File: config.mk
export PLATFORM = sky130hd
export DESIGN_NAME = zero_offset_host
export DESIGN_NICKNAME = d
export VERILOG_FILES = /design/src/verilog/zero_ofs_pkg.sv /design/src/verilog/spi_write_engine.sv /design/src/verilog/zero_offset_host.sv
export SDC_FILE = /design/constraint.sdc
export NUM_CORES = 1
export LEC_CHECK = 0
export BUFFER_PORTS_ARGS = -buffer_cell sky130_fd_sc_hd__clkbuf_2
export CORE_MARGIN = 4
export CORE_UTILIZATION = 50
export DETAILED_ROUTE_END_ITERATION = 8
export PLACE_DENSITY = 0.68
export SETUP_SLACK_MARGIN = 0.3
export SLEW_MARGIN = 20
export SYNTH_ARGS = -nofsm -noshare
export SYNTH_HDL_FRONTEND = slang
export SYNTH_SLANG_ARGS = --single-unit
export TNS_END_PERCENT = 50
File: constraint.sdc
create_clock -name ref_clk_in -period 6.3 [get_ports ref_clk_in]
set_input_delay 0.315 -clock ref_clk_in [delete_from_list [all_inputs] [get_ports ref_clk_in]]
set_output_delay 0.315 -clock ref_clk_in [all_outputs]
set_load 0.005 [all_outputs]
File: src/verilog/zero_ofs_pkg.sv
// Constants, types and register map of the zero offset programming controller
package zero_ofs_pkg;
  // Clock and timing
  localparam int unsigned CLK_HZ = 10_000_000;
  localparam int unsigned CLK_PERIOD_NS = 100;
  localparam int unsigned PROG_WAIT_MS = 30;
  localparam int unsigned PROG_WAIT_CYCLES = PROG_WAIT_MS * (CLK_HZ / 1000);
  localparam int unsigned SSI_RECOVERY_NS = 20000;
  localparam int unsigned SSI_RECOVERY_CYCLES =
    (SSI_RECOVERY_NS + CLK_PERIOD_NS - 1) / CLK_PERIOD_NS;
  localparam int unsigned SSI_HALF_CYCLES = 5;
  localparam int unsigned SPI_HALF_CYCLES = 5;

  // Widths
  localparam int unsigned POS_BITS = 25;
  localparam int unsigned OFS_BITS = 24;
  localparam int unsigned SPI_FRAME_BITS = 16;

  // Resolution select codes and bit counts of the position word
  localparam logic [1:0] RES_25 = 2'h0;
  localparam logic [1:0] RES_23 = 2'h1;
  localparam logic [1:0] RES_21 = 2'h2;
  localparam logic [1:0] RES_17 = 2'h3;
  localparam logic [4:0] NBITS_25 = 5'h19;
  localparam logic [4:0] NBITS_23 = 5'h17;
  localparam logic [4:0] NBITS_21 = 5'h15;
  localparam logic [4:0] NBITS_17 = 5'h11;

  // Device register addresses and key values
  localparam logic SPI_WR_FLAG = 1'b0;
  localparam logic [6:0] PAGE_SEL_ADDR = 7'h7F;
  localparam logic [7:0] PAGE_CFG = 8'h08;
  localparam logic [6:0] UNLOCK_ADDR = 7'h00;
  localparam logic [7:0] UNLOCK_KEY = 8'hAB;
  localparam logic [7:0] PAGE_OFS = 8'h0E;
  localparam logic [6:0] OFS_LOW_ADDR = 7'h0C;
  localparam logic [6:0] OFS_MID_ADDR = 7'h0D;
  localparam logic [6:0] OFS_HIGH_ADDR = 7'h0E;
  localparam logic [6:0] NV_UNLOCK_ADDR = 7'h1B;
  localparam logic [7:0] NV_UNLOCK_KEY = 8'h0F;
  localparam logic [6:0] NV_PROG_ADDR = 7'h40;
  localparam logic [7:0] NV_PROG_CMD = 8'hC0;
  localparam logic [2:0] LAST_STEP = 3'h7;

  // Controller register map (byte addresses)
  localparam logic [3:0] REG_CTRL = 4'h0;
  localparam logic [3:0] REG_STATUS = 4'h4;
  localparam logic [3:0] REG_OFFSET = 4'h8;
  localparam logic [3:0] REG_POSITION = 4'hC;
  localparam int unsigned CTRL_START = 0;
  localparam int unsigned CTRL_STILL = 1;
  localparam int unsigned CTRL_RES_LSB = 4;
  localparam int unsigned STAT_BUSY = 0;
  localparam int unsigned STAT_DONE = 1;
  localparam int unsigned STAT_REFUSED = 2;
  localparam int unsigned STAT_ZERO_OK = 3;
  localparam int unsigned STAT_STATE_LSB = 8;
  localparam logic [1:0] CTRL_RES_RESET = 2'h0;

  typedef struct packed {
    logic [6:0] addr;
    logic [7:0] data;
  } spi_cmd_t;

  typedef struct packed {
    logic sclk;
    logic cs_n;
    logic mosi;
  } spi_pins_t;

  typedef enum logic [2:0] {
    ST_IDLE = 3'h0,
    ST_CAPTURE = 3'h1,
    ST_SPI_ISSUE = 3'h2,
    ST_SPI_WAIT = 3'h3,
    ST_SETTLE = 3'h4,
    ST_VERIFY = 3'h5
  } seq_state_t;
endpackage

File: src/verilog/spi_write_engine.sv
// SPI mode 0 write engine: one 16-bit frame of flag, address and data
`timescale 1ns/1ps
module spi_write_engine #(
  parameter int unsigned HALF_CYCLES = zero_ofs_pkg::SPI_HALF_CYCLES
) (
  // Clock and reset
  input wire logic ref_clk_in,
  input wire logic rstn_in,
  // Command
  input wire logic start_in,
  input wire zero_ofs_pkg::spi_cmd_t cmd_in,
  output logic busy_out,
  output logic done_out,
  // Pins
  output zero_ofs_pkg::spi_pins_t spi_out
);
  import zero_ofs_pkg::*;

  logic [SPI_FRAME_BITS-1:0] shift_reg;
  logic [4:0] bit_reg;
  logic [7:0] div_reg;
  logic tail_reg;

  always_ff @(posedge ref_clk_in or negedge rstn_in)
  begin
    if (!rstn_in)
    begin
      busy_out <= 1'b0;
      done_out <= 1'b0;
      spi_out <= '{sclk: 1'b0, cs_n: 1'b1, mosi: 1'b0};
      shift_reg <= '0;
      bit_reg <= '0;
      div_reg <= '0;
      tail_reg <= 1'b0;
    end
    else
    begin
      done_out <= 1'b0;
      if (!busy_out)
      begin
        if (start_in)
        begin
          busy_out <= 1'b1;
          shift_reg <= {SPI_WR_FLAG, cmd_in.addr, cmd_in.data};
          spi_out.cs_n <= 1'b0;
          spi_out.mosi <= SPI_WR_FLAG;
          bit_reg <= '0;
          div_reg <= '0;
          tail_reg <= 1'b0;
        end
      end
      else if (div_reg != 8'(HALF_CYCLES - 1))
        div_reg <= div_reg + 8'h01;
      else
      begin
        div_reg <= '0;
        // Keep chip select high a half period between frames
        if (tail_reg)
        begin
          busy_out <= 1'b0;
          done_out <= 1'b1;
        end
        else if (!spi_out.sclk)
          spi_out.sclk <= 1'b1;
        else
        begin
          spi_out.sclk <= 1'b0;
          if (bit_reg == 5'(SPI_FRAME_BITS - 1))
          begin
            spi_out.cs_n <= 1'b1;
            tail_reg <= 1'b1;
          end
          else
          begin
            bit_reg <= bit_reg + 5'h01;
            shift_reg <= {shift_reg[SPI_FRAME_BITS-2:0], 1'b0};
            spi_out.mosi <= shift_reg[SPI_FRAME_BITS-2];
          end
        end
      end
    end
  end
endmodule

File: src/verilog/zero_offset_host.sv
// Host controller: captures position over SSI and programs the zero offset over SPI
//
// Decided for this implementation: register access over Avalon-MM.
`timescale 1ns/1ps
module zero_offset_host #(
  parameter int unsigned PROG_WAIT_CYCLES = zero_ofs_pkg::PROG_WAIT_CYCLES,
  parameter int unsigned SSI_HALF_CYCLES = zero_ofs_pkg::SSI_HALF_CYCLES,
  parameter int unsigned SSI_RECOVERY_CYCLES = zero_ofs_pkg::SSI_RECOVERY_CYCLES,
  parameter int unsigned SPI_HALF_CYCLES = zero_ofs_pkg::SPI_HALF_CYCLES
) (
  // Clock and reset
  input wire logic ref_clk_in,
  input wire logic rstn_in,
  // Avalon-MM slave
  input wire logic [3:0] avs_address_in,
  input wire logic avs_read_in,
  input wire logic avs_write_in,
  input wire logic [31:0] avs_writedata_in,
  input wire logic [3:0] avs_byteenable_in,
  output logic [31:0] avs_readdata_out,
  output logic avs_waitrequest_out,
  // SSI position link
  output logic ssi_clk_out,
  input wire logic ssi_data_in,
  // SPI configuration link
  output zero_ofs_pkg::spi_pins_t spi_out
);
  import zero_ofs_pkg::*;

  seq_state_t state_reg;
  logic [2:0] step_reg;
  logic [OFS_BITS-1:0] zero_offset_value;
  logic [POS_BITS-1:0] raw_pos_reg;
  logic [31:0] wait_cnt_reg;
  logic ssi_go_reg;
  logic spi_start_reg;
  spi_cmd_t spi_cmd_reg;
  logic spi_busy;
  logic spi_done;
  logic done_reg;
  logic refused_reg;
  logic zero_ok_reg;
  logic still_reg;
  logic [1:0] res_reg;
  logic start_pulse_reg;
  logic [31:0] rd_next;
  logic accept;
  logic [1:0] stat_clr;

  // SSI reader state
  logic ssi_busy_reg;
  logic ssi_done_reg;
  logic ssi_rec_reg;
  logic [4:0] ssi_cnt_reg;
  logic [7:0] ssi_div_reg;
  logic [15:0] ssi_rec_cnt_reg;
  logic [POS_BITS-1:0] pos_shift_reg;
  logic [4:0] nbits;
  logic sync1_reg;
  logic sync2_reg;
  logic sync3_reg;
  logic data_lvl_reg;

  function automatic logic [OFS_BITS-1:0] normalise(input logic [POS_BITS-1:0] raw,
                                                    input logic [1:0] res);
    logic [OFS_BITS:0] wide;
    wide = '0;
    case (res)
      RES_25: wide = raw;
      RES_23: wide = {raw[22:0], 2'h0};
      RES_21: wide = {raw[20:0], 4'h0};
      default: wide = {raw[16:0], 8'h00};
    endcase
    // Widened to 25 bits, the LSB is dropped as for a native 25-bit reading
    return wide[OFS_BITS:1];
  endfunction

  function automatic spi_cmd_t step_cmd(input logic [2:0] step,
                                        input logic [OFS_BITS-1:0] ofs);
    spi_cmd_t c;
    c = '{addr: PAGE_SEL_ADDR, data: PAGE_CFG};
    case (step)
      3'h1: c = '{addr: UNLOCK_ADDR, data: UNLOCK_KEY};
      3'h2: c = '{addr: PAGE_SEL_ADDR, data: PAGE_OFS};
      3'h3: c = '{addr: OFS_LOW_ADDR, data: ofs[7:0]};
      3'h4: c = '{addr: OFS_MID_ADDR, data: ofs[15:8]};
      3'h5: c = '{addr: OFS_HIGH_ADDR, data: ofs[23:16]};
      3'h6: c = '{addr: NV_UNLOCK_ADDR, data: NV_UNLOCK_KEY};
      3'h7: c = '{addr: NV_PROG_ADDR, data: NV_PROG_CMD};
      default: c = '{addr: PAGE_SEL_ADDR, data: PAGE_CFG};
    endcase
    return c;
  endfunction

  always_comb
  begin
    case (res_reg)
      RES_25: nbits = NBITS_25;
      RES_23: nbits = NBITS_23;
      RES_21: nbits = NBITS_21;
      default: nbits = NBITS_17;
    endcase
  end

  // Bus slave: one wait cycle, then the answer
  assign accept = (avs_read_in || avs_write_in) && avs_waitrequest_out;
  assign stat_clr = (accept && avs_write_in && avs_address_in == REG_STATUS
                     && avs_byteenable_in[0]) ?
                    {avs_writedata_in[STAT_REFUSED], avs_writedata_in[STAT_DONE]} : 2'h0;

  always_comb
  begin
    rd_next = '0;
    if (avs_address_in == REG_CTRL)
    begin
      rd_next[CTRL_STILL] = still_reg;
      rd_next[CTRL_RES_LSB +: 2] = res_reg;
    end
    else if (avs_address_in == REG_STATUS)
    begin
      rd_next[STAT_BUSY] = (state_reg != ST_IDLE);
      rd_next[STAT_DONE] = done_reg;
      rd_next[STAT_REFUSED] = refused_reg;
      rd_next[STAT_ZERO_OK] = zero_ok_reg;
      rd_next[STAT_STATE_LSB +: 3] = state_reg;
    end
    else if (avs_address_in == REG_OFFSET)
      rd_next[OFS_BITS-1:0] = zero_offset_value;
    else if (avs_address_in == REG_POSITION)
      rd_next[POS_BITS-1:0] = raw_pos_reg;
  end

  always_ff @(posedge ref_clk_in or negedge rstn_in)
  begin
    if (!rstn_in)
    begin
      avs_waitrequest_out <= 1'b1;
      avs_readdata_out <= '0;
    end
    else if (accept)
    begin
      avs_waitrequest_out <= 1'b0;
      if (avs_read_in)
        avs_readdata_out <= rd_next;
    end
    else
      avs_waitrequest_out <= 1'b1;
  end

  always_ff @(posedge ref_clk_in or negedge rstn_in)
  begin
    if (!rstn_in)
    begin
      still_reg <= 1'b0;
      res_reg <= CTRL_RES_RESET;
      start_pulse_reg <= 1'b0;
    end
    else
    begin
      start_pulse_reg <= 1'b0;
      if (accept && avs_write_in && avs_address_in == REG_CTRL && avs_byteenable_in[0])
      begin
        still_reg <= avs_writedata_in[CTRL_STILL];
        res_reg <= avs_writedata_in[CTRL_RES_LSB +: 2];
        start_pulse_reg <= avs_writedata_in[CTRL_START];
      end
    end
  end

  // Position input: three flops, a change counts once the last two agree
  always_ff @(posedge ref_clk_in or negedge rstn_in)
  begin
    if (!rstn_in)
    begin
      sync1_reg <= 1'b1;
      sync2_reg <= 1'b1;
      sync3_reg <= 1'b1;
      data_lvl_reg <= 1'b1;
    end
    else
    begin
      sync1_reg <= ssi_data_in;
      sync2_reg <= sync1_reg;
      sync3_reg <= sync2_reg;
      if (sync2_reg == sync3_reg)
        data_lvl_reg <= sync3_reg;
    end
  end

  // SSI read: first falling edge latches, then one bit per falling edge
  // Half period must exceed the input filter delay of four cycles
  always_ff @(posedge ref_clk_in or negedge rstn_in)
  begin
    if (!rstn_in)
    begin
      ssi_busy_reg <= 1'b0;
      ssi_done_reg <= 1'b0;
      ssi_rec_reg <= 1'b0;
      ssi_clk_out <= 1'b1;
      ssi_cnt_reg <= '0;
      ssi_div_reg <= '0;
      ssi_rec_cnt_reg <= '0;
      pos_shift_reg <= '0;
    end
    else
    begin
      ssi_done_reg <= 1'b0;
      if (!ssi_busy_reg)
      begin
        if (ssi_go_reg)
        begin
          ssi_busy_reg <= 1'b1;
          ssi_rec_reg <= 1'b0;
          ssi_cnt_reg <= '0;
          ssi_div_reg <= '0;
          ssi_rec_cnt_reg <= '0;
          pos_shift_reg <= '0;
        end
      end
      else if (ssi_rec_reg)
      begin
        if (ssi_rec_cnt_reg == 16'(SSI_RECOVERY_CYCLES - 1))
        begin
          ssi_busy_reg <= 1'b0;
          ssi_done_reg <= 1'b1;
        end
        else
          ssi_rec_cnt_reg <= ssi_rec_cnt_reg + 16'h0001;
      end
      else if (ssi_div_reg != 8'(SSI_HALF_CYCLES - 1))
        ssi_div_reg <= ssi_div_reg + 8'h01;
      else
      begin
        ssi_div_reg <= '0;
        ssi_clk_out <= ~ssi_clk_out;
        if (ssi_clk_out)
        begin
          ssi_cnt_reg <= ssi_cnt_reg + 5'h01;
          if (ssi_cnt_reg != 5'h00)
            pos_shift_reg <= {pos_shift_reg[POS_BITS-2:0], data_lvl_reg};
        end
        else if (ssi_cnt_reg == nbits + 5'h01)
          ssi_rec_reg <= 1'b1;
      end
    end
  end

  // Programming sequence
  always_ff @(posedge ref_clk_in or negedge rstn_in)
  begin
    if (!rstn_in)
    begin
      state_reg <= ST_IDLE;
      step_reg <= '0;
      zero_offset_value <= '0;
      raw_pos_reg <= '0;
      wait_cnt_reg <= '0;
      ssi_go_reg <= 1'b0;
      spi_start_reg <= 1'b0;
      spi_cmd_reg <= '0;
      done_reg <= 1'b0;
      refused_reg <= 1'b0;
      zero_ok_reg <= 1'b0;
    end
    else
    begin
      ssi_go_reg <= 1'b0;
      spi_start_reg <= 1'b0;
      // Clear first so a same-cycle event wins
      if (stat_clr[0])
        done_reg <= 1'b0;
      if (stat_clr[1])
        refused_reg <= 1'b0;
      case (state_reg)
        ST_IDLE:
        begin
          if (start_pulse_reg)
          begin
            if (!still_reg)
              refused_reg <= 1'b1;
            else
            begin
              ssi_go_reg <= 1'b1;
              done_reg <= 1'b0;
              zero_ok_reg <= 1'b0;
              state_reg <= ST_CAPTURE;
            end
          end
        end
        ST_CAPTURE:
        begin
          if (ssi_done_reg)
          begin
            raw_pos_reg <= pos_shift_reg;
            zero_offset_value <= normalise(pos_shift_reg, res_reg);
            step_reg <= '0;
            state_reg <= ST_SPI_ISSUE;
          end
        end
        ST_SPI_ISSUE:
        begin
          if (!spi_busy)
          begin
            spi_cmd_reg <= step_cmd(step_reg, zero_offset_value);
            spi_start_reg <= 1'b1;
            state_reg <= ST_SPI_WAIT;
          end
        end
        ST_SPI_WAIT:
        begin
          if (spi_done)
          begin
            if (step_reg == LAST_STEP)
            begin
              wait_cnt_reg <= '0;
              state_reg <= ST_SETTLE;
            end
            else
            begin
              step_reg <= step_reg + 3'h1;
              state_reg <= ST_SPI_ISSUE;
            end
          end
        end
        ST_SETTLE:
        begin
          if (wait_cnt_reg == PROG_WAIT_CYCLES - 1)
          begin
            ssi_go_reg <= 1'b1;
            state_reg <= ST_VERIFY;
          end
          else
            wait_cnt_reg <= wait_cnt_reg + 32'h00000001;
        end
        ST_VERIFY:
        begin
          if (ssi_done_reg)
          begin
            raw_pos_reg <= pos_shift_reg;
            zero_ok_reg <= (pos_shift_reg == '0);
            done_reg <= 1'b1;
            state_reg <= ST_IDLE;
          end
        end
        default: state_reg <= ST_IDLE;
      endcase
    end
  end

  spi_write_engine #(
    .HALF_CYCLES(SPI_HALF_CYCLES)
  ) u_spi (
    .ref_clk_in(ref_clk_in),
    .rstn_in(rstn_in),
    .start_in(spi_start_reg),
    .cmd_in(spi_cmd_reg),
    .busy_out(spi_busy),
    .done_out(spi_done),
    .spi_out(spi_out)
  );
endmodule

Word level (Yosys, flattened, before mapping)
Index checks and enable logic that the tools add are counted.
{"block": "word_totals", "regBits": 233, "latch_bits": 0, "mem_bits_rw": 0, "rom_bits": 0, "inputBits": 45, "elab_cells": 254, "mem_count": 0}
{"block": "op_classes", "addsub": 8, "multipliers": 0, "div": 0, "n_lt_le_gt_ge": 0, "n_eq_ne": 45, "shifts": 0, "mux": 121, "bitwise": 6, "reduce_logical": 36}
{"operator": "25-bit two-way mux", "count": 7}
{"operator": "15-bit case mux with 7 select lines", "count": 1}
{"operator": "32-bit two-way mux", "count": 3}
{"operator": "15-bit two-way mux", "count": 6}
{"operator": "25-bit case mux with 3 select lines", "count": 1}
{"operator": "16-bit two-way mux", "count": 4}
{"operator": "32-bit case mux with 2 select lines", "count": 1}
{"operator": "8-bit two-way mux", "count": 7}
{"operator": "5-bit two-way mux", "count": 11}
{"operator": "1-bit two-way mux", "count": 50}
{"operator": "2-bit inequality test (second input constant)", "count": 18}
{"operator": "3-bit two-way mux", "count": 11}
{"operator": "32-bit by 1-bit adder with 32-bit output (second input constant)", "count": 1}
{"operator": "32-bit by 19-bit == test with 1-bit output (second input constant)", "count": 1}
{"operator": "25-bit zero test", "count": 1}
{"operator": "24-bit two-way mux", "count": 1}
{"operator": "19-bit two-way mux", "count": 1}
{"operator": "3-bit == test (second input constant)", "count": 6}
{"operator": "3-bit case mux with 6 select lines", "count": 1}
{"operator": "16-bit by 1-bit adder with 16-bit output (second input constant)", "count": 1}
{"operator": "8-bit by 1-bit adder with 8-bit output (second input constant)", "count": 2}
{"operator": "16-bit by 8-bit == test with 1-bit output (second input constant)", "count": 1}
{"operator": "2-bit two-way mux", "count": 8}
{"operator": "8-bit by 3-bit inequality test with 1-bit output (second input constant)", "count": 2}
{"operator": "other kinds (32)", "count": 70}

Depth between registers and ports, before layout
{"block": "logic_depth", "ltp_word": 10, "mapped_depth": 9, "depth_no_buf": 7}

Hierarchy
Synthesis repeated with hierarchy kept, for this count alone.
{"block": "hier_totals", "cells_unflattened": 1196, "area_unflattened_um2": 11543.6}
{"module": "zero_offset_host", "n_inst": 1, "cells_each": 1027, "area_each_um2": 9825.7, "seq_area_each_um2": 4987.3}
{"module": "spi_write_engine", "n_inst": 1, "cells_each": 169, "area_each_um2": 1717.9, "seq_area_each_um2": 852.1}

Worst setup path before layout
OpenSTA, ideal clock, no wires.
{"block": "synth_timing", "path_kind": "flip-flop to flip-flop", "startpoint": "register step_reg[1]", "endpoint": "register spi_cmd_reg[1] (netlist name)", "setup_ns": 0.118, "t_arrival_ns": 1.953, "slack_ns": 4.229, "stages_incl_launch_ff": 10, "n_path_buf": 2, "synth_period_minus_slack_ns": 2.071, "cell_sequence": "dfrtp_1 ha_1 ha_1 clkbuf_1 nor2_1 nand2_1 o31ai_1 clkbuf_1 a21oi_1 a21o_1"}
{"block": "synth_via", "elab_chain_len": 2}
{"item": "start, declared", "line_no": "zero_offset_host.sv:31", "rtl": "logic [2:0] step_reg;"}
{"item": "start signal, assigned", "line_no": "zero_offset_host.sv:320", "rtl": "step_reg <= step_reg + 3'h1;"}
{"item": "3-bit == test (tied with other cells)", "line_no": "zero_offset_host.sv:82", "rtl": "case (step)"}
{"item": "15-bit case mux with 7 select lines (*)", "line_no": "zero_offset_host.sv:82"}
{"item": "end signal, assigned", "line_no": "zero_offset_host.sv:304", "rtl": "spi_cmd_reg <= step_cmd(step_reg, zero_offset_value);"}
{"item": "end, declared", "line_no": "zero_offset_host.sv:37", "rtl": "spi_cmd_t spi_cmd_reg;"}
Every way passes the cells marked *; elsewhere a longest branch is shown, timed or not.
A chain may end at the register's enable or synchronous reset.

Final worst setup path
{"block": "layout_timing", "startpoint": "register ssi_busy_reg", "endpoint": "register ssi_rec_cnt_reg[13]"}
{"block": "layout_via", "elab_chain_len": 2}
{"item": "start, declared", "line_no": "zero_offset_host.sv:51", "rtl": "logic ssi_busy_reg;"}
{"item": "start signal, assigned", "line_no": "zero_offset_host.sv:196", "rtl": "ssi_busy_reg <= 1'b0;"}
{"item": "start signal, assigned", "line_no": "zero_offset_host.sv:212", "rtl": "ssi_busy_reg <= 1'b1;"}
{"item": "start signal, assigned", "line_no": "zero_offset_host.sv:224", "rtl": "ssi_busy_reg <= 1'b0;"}
{"item": "2-bit inequality test (no line) (tied with other cells)"}
{"item": "3-bit AND reduction (no line)"}
{"item": "end signal, assigned", "line_no": "zero_offset_host.sv:228", "rtl": "ssi_rec_cnt_reg <= ssi_rec_cnt_reg + 16'h0001;"}
{"item": "end, declared", "line_no": "zero_offset_host.sv:56", "rtl": "logic [15:0] ssi_rec_cnt_reg;"}
Parallel ways exist; a longest one is shown, timed or not.

==> out/results.tsv <==
stage	metric	value	unit
drt	Post-DRT Antenna Nets	0	
clocking	H-tree depth	1	
synth	Cell variety after synth	62	
power_and_ir_drop	Pwr Density	252	mW/mm^2
timing	Slew headroom	33.3	%
die	I/O pin cnt	82	
synth	Seq/Total Area, Yosys	51.3	%
timing	max frequency	0.365	GHz
timing	Final Setup Violations	0	
clocking	clock slew at reported path FFs	0.06	ns
hold_path	hold depth	3	
synth	synthesized area	0.0114	sq mm
layout	Final Cell Area	0.0126	sq mm
layout	fillcell total	1949	
worst_setup_path	worst r2r path cells	5	
drt	initial drt markers	864	
power_and_ir_drop	clock share of power	46.9	%
outcome	status	finished clean	
global_route	All-Layer GR Usage	21.0	%
timing	final hold viol count	0	
clocking	TritonCTS Buffers	26	
worst_setup_path	Worst Setup End Kind	flip-flop	
timing	Tmin final	2.74	ns
synth	Warnings, synthesis	0	
timing	worst slew pin tran	1.00	ns
power_and_ir_drop	Net Sw Frac	23.3	%
synth	Post-Synthesis Cells	1228	
die	Row Count	54	
clocking	clk root buf	clkbuf_16	
drt	drt pass-1 iters	6	
global_route	pin count of the biggest net entering global routing	91	
clocking	Sink Count	233	
drt	detailed-route via count	8946	
global_route	total gr overflow	0	
power_and_ir_drop	sequential share of power	48.1	%
power_and_ir_drop	Leak	0.00568	uW
placement	placed insts	1478	
layout	Final nets	1299	
synth	number of enable flip-flop cells after synthesis	0	
placement	Placed Area	0.0117	sq mm
global_route	vias in the first global route	8633	
power_and_ir_drop	combinational share of power	5.0	%
layout	area added between synthesis and finish	10.9	%
worst_setup_path	Critical Path RT	6.76	ns
synth	synthesized area per cell	9.28	sq um
layout	most common cell after layout, fill and taps aside	nand2_1	
power_and_ir_drop	Peak VDD IR	182	uV
worst_setup_path	CP Data Arrival Time	3.20	ns
drt	Detailed Route WL	26500	um
synth	Async SR Flop Fraction	100	%
die	initial core utilization	51.6	%
clocking	CTS max path bufs	3	
die	Die W	159	um
timing	Final period util	43.5	%
worst_setup_path	CP Class	flip-flop to flip-flop	
die	Die Y	159	um
layout	max reg flops	32	
worst_setup_path	Worst Setup Start Kind	flip-flop	
drt	DRC	0	
timing	RSZ-0062 raised after global routing	false	
clocking	clock latency on the worst-skew pair	0.52	ns
timing	setup TNS	0	ns
clocking	CTS tree	done	
clocking	Post-CTS Resized	0	
global_route	first-pass GRT wire length	45000	um
die	Core ar.	0.0221	sq mm
run	maxcap violations	0	
placement	HPWL Detailed	17400	um
layout	most frequent cells in the layout	229 x nand2_1, 226 x dfrtp_1, 134 x o21ai_0	
timing	final hold slack	0.0347	ns
layout	non-filler cells in the finished layout	1530	
layout	share of cells above drive strength 1	10.6	%
global_route	initial antenna violation count	2	
drt	drt wl/cell	17.3	um
worst_setup_path	Crit Path Max Fanout	34	
placement	IO buf count	44	
synth	Synth Flop Type	dfrtp_1	
hold_path	Worst Hold Class	input port to flip-flop	
synth	post-synthesis register bit count	233	
power_and_ir_drop	Sw Pwr	741	uW
timing	Max Clock Skew	0.00728	ns
drt	mean number of vias per cell	5.85	
die	DIE AREA	0.0253	sq mm
placement	RD Place Congestion	0.871	
power_and_ir_drop	internal power	2440	uW
timing	number of max-slew violations in the final report	0	
layer usage:
metal / track usage (%) / share of wire [%]
met1: 31.4 / 47
met2: 31.7 / 44
met3: 3.93 / 6.9
met4: 5.84 / 2.3
met5: 0 / 0
cells in the mapped netlist (4+ instances only):
cell / number / area, sq um
a21o_1: 4 / 30.0
a21oi_1: 39 / 195
a222oi_1: 23 / 230
a22oi_1: 25 / 188
and2_1: 5 / 31.3
and3_1: 18 / 113
and4_1: 5 / 43.8
buf_1: 5 / 18.8
buf_2: 5 / 25.0
buf_4: 8 / 60.1
clkbuf_1: 76 / 285
dfrtp_1: 226 / 5660
dfstp_2: 7 / 184
ha_1: 24 / 300
inv_1: 25 / 93.8
mux2_2: 10 / 113
mux2i_1: 15 / 150
nand2_1: 229 / 860
nand2b_1: 6 / 37.5
nand3_1: 66 / 330
nand4_1: 33 / 206
nor2_1: 89 / 334
nor2b_1: 9 / 56.3
nor3_1: 9 / 45.0
nor4_1: 13 / 81.3
nor4b_1: 4 / 35.0
o21ai_0: 134 / 671
o31ai_1: 8 / 60.1
or3_1: 12 / 75.1
xnor2_1: 4 / 35.0
xor2_1: 41 / 359
worst paths after layout:
kind,from,to,slack (ns)
setup reg to reg,ssi_busy_reg,ssi_rec_cnt_reg[13],3.56
min in group asynchronous,rstn_in,avs_readdata_out[6],0.37
max in group asynchronous,rstn_in,wait_cnt_reg[29],4.62
hold reg to reg,sync1_reg,sync2_reg,0.35
hold / removal,avs_writedata_in[5],res_reg[1],0.03
setup / recovery,ssi_busy_reg,ssi_rec_cnt_reg[13],3.56
power groups by stage:
stage | clock network, uW | logic [uW] | registers, uW
global route | 1600 | 179 | 1530
global placement | 0 | 153 | 1560
detailed placement | 0 | 156 | 1560
CTS | 1530 | 160 | 1530
finish | 1490 | 159 | 1530
floorplan | 0 | 96.8 | 1550
cells by family (layout without fill, tap and decap cells):
family | Yosys count | in the layout | synth area share (%)
compound gates | 265 | 265 | 14.5
xor+xnor | 45 | 45 | 3.46
fa+ha+maj | 25 | 25 | 2.72
buf+inv | 119 | 134 | 4.24
flops | 233 | 233 | 51.3
mux | 27 | 27 | 2.70
other cells | 1 | 8 | 0.0329
simple gates | 513 | 513 | 21.1
worst max-delay path, stage by stage, from the launching register on:
cell,delay [ns]
dfrtp_1,0.98
nand2_1,0.24
nor3_1,0.68
nand2_1,0.21
or4_1,0.49
nand2_1,0.07
what timing repair did:
item,in CTS,in global routing
endpoints found under the hold margin,88,0
buffers inserted,0,0
hold buffers,4,0
metrics by stage:
step                      utilization [%]  worst slack [ns]  total power [uW]
after global placement               53.0              3.55              1710
after CTS                            57.1              3.58              3220
final                                57.2              3.56              3180
after global routing                 57.2              3.33              3310
after floorplan                         -              4.23              1650
after detailed placement             53.1              3.58              1710
cell type report:
cell class / count / area [sq um] / area share [%]
Timing Repair Buffer: 62 / 379 / 3.00
Tap cell: 280 / 350 / 2.77
Clock buffer: 36 / 769 / 6.09
Clock inverter: 11 / 87.6 / 0.693
Inverter: 25 / 93.8 / 0.743
Multi-Input combinational cell: 882 / 5110 / 40.5
Antenna cell: 1 / 2.50 / 0.0198
Sequential cell: 233 / 5840 / 46.2
(Power assumes the default switching activity.)
